==> src/include/aimt_regs.svh <==
// Register offsets, field positions, reset values and widths of the mask and target block
`ifndef AIMT_REGS_SVH
`define AIMT_REGS_SVH

`define AIMT_OFF_W 8
`define AIMT_OFF_MASK 8'h14
`define AIMT_OFF_TARGET 8'h18

`define AIMT_SRC_N 6
`define AIMT_BIT_READ_PARITY 0
`define AIMT_BIT_B_CMDADDR_PARITY 1
`define AIMT_BIT_B_DATA_PARITY 2
`define AIMT_BIT_A_CMDADDR_PARITY 3
`define AIMT_BIT_A_DATA_PARITY 4
`define AIMT_BIT_POWER_FAIL 5

`define AIMT_DEST_LSB 0
`define AIMT_DEST_MSB 15
`define AIMT_NODES 16

`define AIMT_MASK_RESET 6'h00
`define AIMT_TARGET_RESET 32'h0000_0000

`endif

==> src/include/aimt_pkg.sv <==
// Types shared by the mask and target block
package aimt_pkg;
    typedef logic [7:0] aimt_off_t;
    typedef logic [31:0] aimt_word_t;
    typedef logic [5:0] aimt_src_t;
    typedef enum logic [0:0] {IV_IDLE, IV_REQ} aimt_iv_state_t;
endpackage

==> src/include/aimt_src_if.sv <==
// Carrier between the register core and the interrupt gate
`timescale 1ns/1ps
interface aimt_src_if;
    logic [5:0] mask;
    logic [5:0] status;
    logic [5:0] hits;
    logic irq;
    modport core (output mask, output status, input hits, input irq);
    modport gate (input mask, input status, output hits, output irq);
endinterface

==> src/rtl/aimt_irq_gate.sv <==
// Per-source gating of error status by the interrupt mask
`timescale 1ns/1ps
module aimt_irq_gate #(
    parameter int SRC_N = 6
) (
    // Mask and status in, gated request out
    aimt_src_if.gate src
);
    generate
        if (SRC_N != 6) begin : g_bad
            $error("aimt_irq_gate serves exactly six sources");
        end
        for (genvar i = 0; i < SRC_N; i++) begin : g_src
            assign src.hits[i] = src.mask[i] & src.status[i];
        end
    endgenerate
    assign src.irq = |src.hits;
endmodule

==> src/rtl/aimt_core.sv <==
// Interrupt mask and implied-vector target registers of the adapter
//
// Function
// - With mask bit 5 set, a set power-fail status bit raises the interrupt.
// - With mask bit 4 set, a channel A data parity flag raises the interrupt.
// - With mask bit 3 set, a channel A command/address parity flag raises the interrupt.
// - With mask bit 2 set, a channel B data parity flag raises the interrupt.
// - With mask bit 1 set, a channel B command/address parity flag raises the interrupt.
// - With mask bit 0 set, a read data parity status bit raises the interrupt.
// - The target register answers at offset 0x18 of the node space.
// - Target bits 15 to 0 are a destination mask, bit n selecting node n.
// - An implied-vector interrupt goes to the nodes whose destination bits are set.
// - Any nonzero mix of destination bits is taken, all chosen nodes share one transaction.
// - All 32 target bits write and read back unchanged for data path checks.
`timescale 1ns/1ps
`include "aimt_regs.svh"
module aimt_core #(
    parameter int NODES = `AIMT_NODES
) (
    // Clock and reset
    input wire logic clock,
    input wire logic rst,
    // Node-space register access
    input wire logic reg_sel,
    input wire logic reg_wr,
    input wire logic reg_rd,
    input wire aimt_pkg::aimt_off_t reg_offset,
    input wire aimt_pkg::aimt_word_t reg_wdata,
    output aimt_pkg::aimt_word_t reg_rdata,
    output logic reg_ack,
    // Error status from the adapter
    input wire aimt_pkg::aimt_src_t error_status_reg,
    // Interrupt request and implied-vector transaction
    output logic irq,
    output logic iv_req,
    output logic [NODES-1:0] iv_dest,
    input wire logic iv_ack
);
    import aimt_pkg::*;

    generate
        if (NODES < 1 || NODES > 16) begin : g_bad_nodes
            $error("aimt_core serves one to sixteen nodes");
        end
    endgenerate

    aimt_src_t interrupt_mask_reg;
    aimt_word_t implied_vector_target_reg;
    aimt_iv_state_t iv_state;
    logic irq_seen;
    logic iv_pend;
    logic wr_mask;
    logic wr_target;
    logic irq_rise;
    logic [NODES-1:0] dest_field;

    aimt_src_if src ();

    // Gate instance
    aimt_irq_gate #(
        .SRC_N(`AIMT_SRC_N)
    ) u_gate (
        .src(src)
    );

    assign src.mask = interrupt_mask_reg;
    assign src.status = error_status_reg;

    // Address decode
    assign wr_mask = reg_sel && reg_wr && reg_offset == `AIMT_OFF_MASK;
    assign wr_target = reg_sel && reg_wr && reg_offset == `AIMT_OFF_TARGET;
    assign dest_field = implied_vector_target_reg[NODES-1:0];

    // Mask register
    always_ff @(posedge clock) begin
        if (rst) begin
            interrupt_mask_reg <= `AIMT_MASK_RESET;
        end else if (wr_mask) begin
            interrupt_mask_reg <= reg_wdata[`AIMT_SRC_N-1:0];
        end
    end

    // Target register, all 32 bits kept
    always_ff @(posedge clock) begin
        if (rst) begin
            implied_vector_target_reg <= `AIMT_TARGET_RESET;
        end else if (wr_target) begin
            implied_vector_target_reg <= reg_wdata;
        end
    end

    // Read data and acknowledge
    always_ff @(posedge clock) begin
        if (rst) begin
            reg_rdata <= 32'h0000_0000;
            reg_ack <= 1'b0;
        end else begin
            reg_ack <= reg_sel && (reg_rd || reg_wr);
            if (reg_sel && reg_rd) begin
                case (reg_offset)
                    `AIMT_OFF_MASK: reg_rdata <= {26'h0, interrupt_mask_reg};
                    `AIMT_OFF_TARGET: reg_rdata <= implied_vector_target_reg;
                    default: reg_rdata <= 32'h0000_0000;
                endcase
            end
        end
    end

    // Interrupt request
    always_ff @(posedge clock) begin
        if (rst) begin
            irq <= 1'b0;
            irq_seen <= 1'b0;
        end else begin
            irq <= src.irq;
            irq_seen <= irq;
        end
    end

    assign irq_rise = irq && !irq_seen;

    // Implied-vector transaction sequencing
    always_ff @(posedge clock) begin
        if (rst) begin
            iv_state <= IV_IDLE;
            iv_req <= 1'b0;
            iv_dest <= '0;
            iv_pend <= 1'b0;
        end else begin
            case (iv_state)
                IV_IDLE: begin
                    if ((irq_rise || iv_pend) && dest_field != '0) begin
                        iv_state <= IV_REQ;
                        iv_req <= 1'b1;
                        iv_dest <= dest_field;
                        iv_pend <= 1'b0;
                    end else begin
                        iv_pend <= 1'b0;
                    end
                end
                IV_REQ: begin
                    if (irq_rise) begin
                        iv_pend <= 1'b1;
                    end
                    if (iv_ack) begin
                        iv_state <= IV_IDLE;
                        iv_req <= 1'b0;
                    end
                end
                default: begin
                    iv_state <= IV_IDLE;
                    iv_req <= 1'b0;
                end
            endcase
        end
    end

    // Checks
    AST_POWER_FAIL: assert property (@(posedge clock) disable iff (rst)
        interrupt_mask_reg[`AIMT_BIT_POWER_FAIL] && error_status_reg[`AIMT_BIT_POWER_FAIL] |=> irq)
        else $error("power-fail event did not raise the interrupt");

    AST_A_DATA_PARITY: assert property (@(posedge clock) disable iff (rst)
        interrupt_mask_reg[`AIMT_BIT_A_DATA_PARITY] && error_status_reg[`AIMT_BIT_A_DATA_PARITY] |=> irq)
        else $error("channel A data parity did not raise the interrupt");

    AST_A_CMDADDR_PARITY: assert property (@(posedge clock) disable iff (rst)
        interrupt_mask_reg[`AIMT_BIT_A_CMDADDR_PARITY] && error_status_reg[`AIMT_BIT_A_CMDADDR_PARITY] |=> irq)
        else $error("channel A cmd/addr parity did not raise the interrupt");

    AST_B_DATA_PARITY: assert property (@(posedge clock) disable iff (rst)
        interrupt_mask_reg[`AIMT_BIT_B_DATA_PARITY] && error_status_reg[`AIMT_BIT_B_DATA_PARITY] |=> irq)
        else $error("channel B data parity did not raise the interrupt");

    AST_B_CMDADDR_PARITY: assert property (@(posedge clock) disable iff (rst)
        interrupt_mask_reg[`AIMT_BIT_B_CMDADDR_PARITY] && error_status_reg[`AIMT_BIT_B_CMDADDR_PARITY] |=> irq)
        else $error("channel B cmd/addr parity did not raise the interrupt");

    AST_READ_PARITY: assert property (@(posedge clock) disable iff (rst)
        interrupt_mask_reg[`AIMT_BIT_READ_PARITY] && error_status_reg[`AIMT_BIT_READ_PARITY] |=> irq)
        else $error("read data parity did not raise the interrupt");

    AST_MASKED_QUIET: assert property (@(posedge clock) disable iff (rst)
        (interrupt_mask_reg & error_status_reg) == 6'h00 |=> !irq)
        else $error("interrupt raised with no unmasked status");

    AST_TARGET_DECODE: assert property (@(posedge clock) disable iff (rst)
        reg_sel && reg_rd && reg_offset == `AIMT_OFF_TARGET
        |=> reg_ack && reg_rdata == $past(implied_vector_target_reg))
        else $error("target register did not answer at its offset");

    AST_TARGET_READBACK: assert property (@(posedge clock) disable iff (rst)
        reg_sel && reg_wr && reg_offset == `AIMT_OFF_TARGET
        ##1 reg_sel && reg_rd && reg_offset == `AIMT_OFF_TARGET && !reg_wr
        |=> reg_rdata == $past(reg_wdata, 2))
        else $error("target register did not read back what was written");

    AST_DEST_FIELD: assert property (@(posedge clock) disable iff (rst)
        $rose(iv_req) |-> iv_dest == $past(implied_vector_target_reg[NODES-1:0]))
        else $error("transaction destination differs from target field");

    AST_DEST_HELD: assert property (@(posedge clock) disable iff (rst)
        iv_req && !iv_ack |=> iv_req && $stable(iv_dest))
        else $error("transaction dropped or destination changed before acknowledge");

    AST_IV_START: assert property (@(posedge clock) disable iff (rst)
        irq_rise && iv_state == IV_IDLE && dest_field != '0 |=> iv_req)
        else $error("interrupt rise did not start a transaction");

    AST_RESET_ZERO: assert property (@(posedge clock)
        rst |=> interrupt_mask_reg == 6'h00 && implied_vector_target_reg == 32'h0000_0000 && !iv_req)
        else $error("registers not zero after reset");

    AST_ACK_ANSWER: assert property (@(posedge clock) disable iff (rst)
        reg_sel && (reg_rd || reg_wr) |=> reg_ack)
        else $error("access was not acknowledged");

    AST_ACK_PULSE: assert property (@(posedge clock) disable iff (rst)
        !(reg_sel && (reg_rd || reg_wr)) |=> !reg_ack)
        else $error("acknowledge without an access");

    AST_MASK_WRITE: assert property (@(posedge clock) disable iff (rst)
        wr_mask |=> interrupt_mask_reg == $past(reg_wdata[`AIMT_SRC_N-1:0]))
        else $error("mask write did not land");

    AST_MASK_HOLD: assert property (@(posedge clock) disable iff (rst)
        !wr_mask |=> $stable(interrupt_mask_reg))
        else $error("mask changed without a write");

    AST_MASK_READ: assert property (@(posedge clock) disable iff (rst)
        reg_sel && reg_rd && reg_offset == `AIMT_OFF_MASK |=> reg_rdata == {26'h0, $past(interrupt_mask_reg)})
        else $error("mask read returned wrong data");

    AST_UNMAPPED_READ: assert property (@(posedge clock) disable iff (rst)
        reg_sel && reg_rd && reg_offset != `AIMT_OFF_MASK && reg_offset != `AIMT_OFF_TARGET
        |=> reg_rdata == 32'h0000_0000)
        else $error("unmapped read returned nonzero data");

    AST_TARGET_WRITE: assert property (@(posedge clock) disable iff (rst)
        wr_target |=> implied_vector_target_reg == $past(reg_wdata))
        else $error("target write did not land");

    AST_TARGET_UPPER_KEPT: assert property (@(posedge clock) disable iff (rst)
        wr_target |=> implied_vector_target_reg[31:16] == $past(reg_wdata[31:16]))
        else $error("target upper half not kept");

    AST_TARGET_HOLD: assert property (@(posedge clock) disable iff (rst)
        !wr_target |=> $stable(implied_vector_target_reg))
        else $error("target changed without a write");

    AST_RDATA_HOLD: assert property (@(posedge clock) disable iff (rst)
        !(reg_sel && reg_rd) |=> $stable(reg_rdata))
        else $error("read data changed without a read");

    AST_IRQ_LEVEL: assert property (@(posedge clock) disable iff (rst)
        1'b1 |=> irq == $past(|(interrupt_mask_reg & error_status_reg)))
        else $error("interrupt differs from unmasked status");

    AST_RESET_OUTPUTS: assert property (@(posedge clock)
        rst |=> !irq && !reg_ack && reg_rdata == 32'h0000_0000 && iv_dest == '0)
        else $error("outputs not idle after reset");

    AST_REQ_CAUSE: assert property (@(posedge clock) disable iff (rst)
        $rose(iv_req) |-> $past(irq_rise || iv_pend))
        else $error("transaction started without an interrupt rise");

    AST_NO_SPURIOUS_REQ: assert property (@(posedge clock) disable iff (rst)
        !iv_req && !irq_rise && !iv_pend |=> !iv_req)
        else $error("transaction started with nothing to send");

    AST_DEST_NONZERO: assert property (@(posedge clock) disable iff (rst)
        iv_req |-> iv_dest != '0)
        else $error("transaction with an empty destination");

    AST_ZERO_DEST_SKIP: assert property (@(posedge clock) disable iff (rst)
        iv_state == IV_IDLE && dest_field == '0 |=> !iv_req)
        else $error("transaction started with zero destination field");

    AST_ACK_ENDS: assert property (@(posedge clock) disable iff (rst)
        iv_req && iv_ack |=> !iv_req)
        else $error("transaction not ended by acknowledge");

    AST_PEND_SET: assert property (@(posedge clock) disable iff (rst)
        iv_state == IV_REQ && irq_rise |=> iv_pend)
        else $error("rise during a transaction was lost");

    AST_PEND_HOLD: assert property (@(posedge clock) disable iff (rst)
        iv_state == IV_REQ && iv_pend |=> iv_pend)
        else $error("remembered rise dropped while busy");

    AST_PEND_REISSUE: assert property (@(posedge clock) disable iff (rst)
        iv_pend && iv_state == IV_IDLE && dest_field != '0 |=> iv_req)
        else $error("remembered rise was not reissued");

    AST_PEND_DROP: assert property (@(posedge clock) disable iff (rst)
        iv_state == IV_IDLE |=> !iv_pend)
        else $error("remembered rise kept after idle");

    COV_MULTI_NODE: cover property (@(posedge clock) disable iff (rst)
        $rose(iv_req) && !$onehot(iv_dest));
    COV_PEND_REISSUE: cover property (@(posedge clock) disable iff (rst)
        iv_req && iv_ack && iv_pend ##1 !iv_req ##1 iv_req);
    COV_DIAG_UPPER: cover property (@(posedge clock) disable iff (rst)
        wr_target && reg_wdata[31:16] != 16'h0000);
    COV_ALL_SOURCES: cover property (@(posedge clock) disable iff (rst)
        (interrupt_mask_reg & error_status_reg) == 6'h3F);
    COV_ZERO_DEST: cover property (@(posedge clock) disable iff (rst)
        irq_rise && iv_state == IV_IDLE && dest_field == '0);
endmodule

==> config.mk <==
export PLATFORM = sky130hd
export DESIGN_NAME = aimt_core
export DESIGN_NICKNAME = d
export VERILOG_FILES = /design/src/include/aimt_pkg.sv /design/src/include/aimt_src_if.sv /design/src/rtl/aimt_irq_gate.sv /design/src/rtl/aimt_core.sv
export VERILOG_INCLUDE_DIRS = /design/src /design/src/include
export SDC_FILE = /design/constraint.sdc
export NUM_CORES = 1
export LEC_CHECK = 0
export ABC_AREA = 0
export BUFFER_PORTS_ARGS = -buffer_cell sky130_fd_sc_hd__buf_2
export CAP_MARGIN = 20
export CELL_PAD_IN_SITES_DETAIL_PLACEMENT = 0
export CELL_PAD_IN_SITES_GLOBAL_PLACEMENT = 1
export CORE_MARGIN = 5
export CORE_UTILIZATION = 41
export DETAILED_ROUTE_END_ITERATION = 8
export HOLD_SLACK_MARGIN = 0.02
export PLACE_DENSITY = 0.86
export SYNTH_ARGS = -nofsm -noshare
export SYNTH_HDL_FRONTEND = slang
export SYNTH_HIERARCHICAL = 1
export SYNTH_SLANG_ARGS = --single-unit
==> constraint.sdc <==
create_clock -name clock -period 4 [get_ports clock]
set_clock_uncertainty 0.2 [all_clocks]
set_input_delay 0.2 -clock clock [delete_from_list [all_inputs] [get_ports clock]]
set_output_delay 0.2 -clock clock [all_outputs]
set_load 0.05 [all_outputs]
==> results of run 1 <==
## placed cells by master, fill, tap and decap left out, drive strengths merged, types with 2 or more instances in the layout
cell	n
a21oi	52
a221oi	6
a22o	2
a31oi	9
and2	12
buf	107
clkbuf	10
clkinv	2
dfxtp	92
dlygate4sd3	36
inv	3
mux2i	22
nand2	85
nand2b	35
nand3	17
nor2	22
nor2b	2
nor3	9
nor3b	2
nor4	6
or4	2
## report_power, final
group | internal (mW) | switching [mW]
Clock | 0.296 | 0.330
Combinational | 0.0578 | 0.0626
Sequential | 0.919 | 0.00271
Total | 1.27 | 0.395
## timing repair
action / CTS / global route
endpoints found under the hold margin: 41 / 0
hold buffers: 36 / 0
setup endpoints to repair: 0 / 0
## per-layer routing
metal / up-vias / wire length, µm / GRT usage
li1: 1625 / - / -
met1: 1485 / 4160 / 0.227
met2: 85 / 4380 / 0.268
met3: 9 / 499 / 0.0466
met4: 0 / 94 / 0.0497
met5: - / 0 / 0
## path summary, 6_finish.rpt
check	slack, ps	cells after the start	to	from
worst max register to register	2050	4	iv_dest[1]	implied_vector_target_reg[11]
worst max-delay path	1890	4	reg_ack	rst
worst min register to register	250	2	reg_rdata[22]	reg_rdata[22]
worst min-delay path	130	4	irq	error_status_reg[0]
## per-stage QoR
step           power [mW]  utilization  hold WS (ps)  cells
6_report             1.67        0.546           131    647
3_5_place_dp         1.04        0.479           242    594
4_1_cts              1.68        0.544           109    646
3_3_place_gp         1.03        0.476           240    592
2_1_floorplan       0.995            -           136    412
5_1_grt              1.74        0.546           149    647
## critical path, cell delays in order
cell and delay (ps):
buf_2 740, buf_4 510, nor3b_1 100, dlygate4sd3_1 570
## layout make-up
class / count / share of cell area
sequential: 92 / 0.391
multi-input combinational: 287 / 0.340
timing repair buffer: 143 / 0.198
tap: 108 / 0.0287
clock buffer: 10 / 0.0271
clock inverter: 6 / 0.0151
inverter: 1 / 0.000796
==> metrics.txt, run 1 <==
run status complete, no violations; number of global-route vias before repair about 3200; CTS max path bufs 2; Cell Area, Placed about 4100 µm²; Starting Density 0.416; Iteration-0 DRC Markers 139; post-cts resize count 0; Die ar. 10700 µm²; Setup Viol. Count Final 0; Synth Area per Inst roughly 8.7 µm²; Slew @ Worst Pin around 990 ps; Setup WS pre-CTS ~1500 ps; post-layout net count about 590; port buffer count ~100; DRC viols 0; unrepaired setup endpoints after global routing no; DRT Pass-1 Iters 4; maximum number of pins on one net before global-route repair 70; max frequency ~0.47 GHz; register area 1840 µm²; CP startpoint kind primary input; Post-CTS Setup Bufs 0; crit share post-route 0.529; root cell of the clock tree clkbuf_8; # clock sinks 92; DRT Wirelength roughly 9100 µm; leakage power roughly 1.9 nW; Ports ~100; critical path class primary input to flop; Syn Nets around 460; synth warn 6; Post-Syn Area 3590 µm²; Hold Fails Final Rpt 0; antenna diode count 0; CP Capture Type flop; CTS tree yes; max_slew headroom 0.337; total CTS buffers 9; Fin Setup TNS 0 ps; final setup margin approximately 1900 ps; Total GRT Usage 0.170; CORE AREA about 8600 µm²; MaxCap Viol Count 0; global route overflow 0; Syn-to-layout area delta 31.2%; antenna-violating nets left 0; via count around 3200; dpl hpwl slightly above 6000 µm; Die Wd 104 µm; DR WL/cell approximately 14 µm; row count 34; Post-Syn Instances 412; vias per cell 4.95; Power Density 354 nW/µm²; worst-path maximum fanout 69; max-slew violations 0; antenna violations before repair 0; worst vdd ir between 200 and 250 µV; WP data required roughly 4000 ps; first-pass GRT wire length between 15000 and 20000 µm; Fillers approximately 800; hold crit path type primary input to flop; CTS clk-pin slew, worst paths ~90 ps; Clock Latency Late Sink ~350 ps; share of cells above drive strength 1 0.239; Multi-input gate area about 1600 µm²; post-route design area approximately 4700 µm²; GP Congestion around 0.77; die height roughly 100 µm; Worst Path Arrival approximately 2200 ps; htree depth 3; min Tclk post-route approximately 2100 ps
No activity file was read; power rests on OpenSTA's default activity.
==> run 2, diff against run 1 <==
CORE_UTILIZATION = 38   (was 41)
PLACE_DENSITY = 0.8   (was 0.86)
clock period = 2 ns   (was 4 ns; I/O delays follow)
==> metrics.txt, run 2 (synthesized netlist as in run 1, its figures left out) <==
run status complete, no violations; Die Wd roughly 110 µm; M3 GR Usage 0.0355; MaxCap Viol Count 0; htree depth 3; hold crit path type primary input to flop; DRT Wirelength approximately 9500 µm; worst-case reg-to-reg path depth 5; CP cell instances nor4_1, and4_1, or3_1, buf_4, mux2i_1; Worst Min Path Start error_status_reg[3]; Worst Path Buf+Inv 1; Total GRT Usage 0.166; Reg2Reg Setup Slack roughly 170 ps; R2R Path End iv_dest[1]; DR WL/cell approximately 14 µm; global route overflow 0; dpl hpwl roughly 6400 µm; worst vdd ir around 350 µV; switching share of power 0.248; Clock Latency Late Sink ~350 ps; Setup Viol. Count Final 0; Hold Path Sink irq; Pint 2.41 mW; logic gate share of total power 0.080; die height between 100 and 150 µm; antenna-violating nets left 0; met1 usage 0.224; max frequency between 0.5 and 0.6 GHz; maximum number of pins on one net before global-route repair ~110; Fin Setup TNS 0 ps; unrepaired setup endpoints after global routing no; Clk pwr share 0.345; met2 Use GR 0.263; most frequent cells in the layout 102 x buf_2, 90 x dfxtp_1, 85 x nand2_1, 52 x a21oi_1, 40 x dlygate4sd3_1; row count 35; via count approximately 3200; WP data required 2080 ps; Setup WS pre-CTS 1.06 ps; leakage power between 1.5 and 2 nW; # clock sinks just over 90; CTS tree yes; CTS max path bufs 2; share of cells above drive strength 1 0.261; CP max stage delay about 350 ps; Hold Fails Final Rpt 0; Power Density roughly 660 nW/µm²; DRC viols 0; CP startpoint kind flop; most common cell after layout, fill and taps aside buf_2; Layout Cells excl Fill around 700; NetSw about 0.8 mW; post-layout net count ~600; dpl cells roughly 630; Slew @ Worst Pin approximately 630 ps; Iteration-0 DRC Markers ~180; CP Capture Type flop; crit share post-route 0.913; number of global-route vias before repair between 3000 and 4000; Total Power roughly 3.2 mW; total CTS buffers 9; vias per cell between 4 and 5; antenna diode count 0; hold path cells 4; slowest CP cell dfxtp_1; GRT busiest layer met2; first-pass GRT wire length approximately 15000 µm; port buffer count a little over 100; critical path class flop to flop; DRT Pass-1 Iters 4; Ports 103; CTS clk-pin slew, worst paths 90 ps; fin util 0.525; root cell of the clock tree clkbuf_8; max_slew headroom 0.577; antenna violations before repair 0; Starting Density 0.389; CP top delay family simple AND/OR/NAND/NOR gates; Die ar. between 10000 and 15000 µm²; max-slew violations 0; r2r startpoint implied_vector_target_reg[8]; Worst Path Arrival approximately 1900 ps; CORE AREA ~9200 µm²; final setup margin roughly 170 ps; Post-CTS Setup Bufs 0; worst-path maximum fanout 10; sequential power share 0.575; min Tclk post-route about 1800 ps; GP Congestion 0.760; Syn-to-layout area delta 35.1%
==> run 2: worst register-to-register path: stages (launching register included) <==
cell and delay (ps):
dfxtp_1 350, nor4_1 340, and4_1 340, or3_1 140
buf_4 200, mux2i_1 200
==> run 2: cell type report <==
| class | count | area [µm²] |
|---|---|---|
| flip-flops and latches | 92 | 1840 |
| inverters | 1 | 3.75 |
| repair buffers | 160 | 1060 |
| multi-input cells | 287 | 1620 |
| fillers | 891 | 4390 |
| clock buffers | 10 | 128 |
| clock inverters | 6 | 41.3 |
| well taps | 129 | 161 |
==> run 2: stage by stage <==
| stage | instance area [µm²] | hold WS, ps |
|---|---|---|
| global placement | 4270 | 149 |
| floorplan | 3590 | 36.0 |
| global route | 4850 | 67.5 |
| CTS | 4850 | 52.7 |
| detailed placement | 4270 | 147 |
| finish | 4850 | 14.9 |
==> run 2: power groups by stage <==
stage | Sequential (mW) | Combinational [mW] | Clock [mW]
finish | 1.84 | 0.256 | 1.11
global route | 1.84 | 0.275 | 1.22
CTS | 1.84 | 0.256 | 1.15
detailed placement | 1.89 | 0.196 | 0
global placement | 1.89 | 0.195 | 0
floorplan | 1.91 | 0.0782 | 0
==> run 2: routing by layer <==
metal	vias up	routed length [µm]
met5	-	0
met2	96	4350
met3	10	525
met4	0	131
met1	1483	4470
li1	1653	-
==> run 2: worst max-delay path by stage <==
stage / start / to / slack, ps / cells past startpoint
final: implied_vector_target_reg[8] / iv_dest[1] / 170 / 5
after global routing: implied_vector_target_reg[8] / iv_dest[6] / 60 / 5
after CTS: interrupt_mask_reg[3] / irq / 30 / 4
after detailed placement: reg_offset[5] / implied_vector_target_reg[31] / 1 / 5
after global placement: reg_offset[5] / implied_vector_target_reg[12] / 30 / 5
after floorplan: reg_offset[5] / implied_vector_target_reg[10] / 60 / 7
==> run 2: what timing repair did <==
action / in CTS / in global routing
gates resized for setup: 0 / 4
hold buffers: 41 / 0
endpoints found under the setup margin: 0 / 2
hold endpoints to repair: 42 / 0
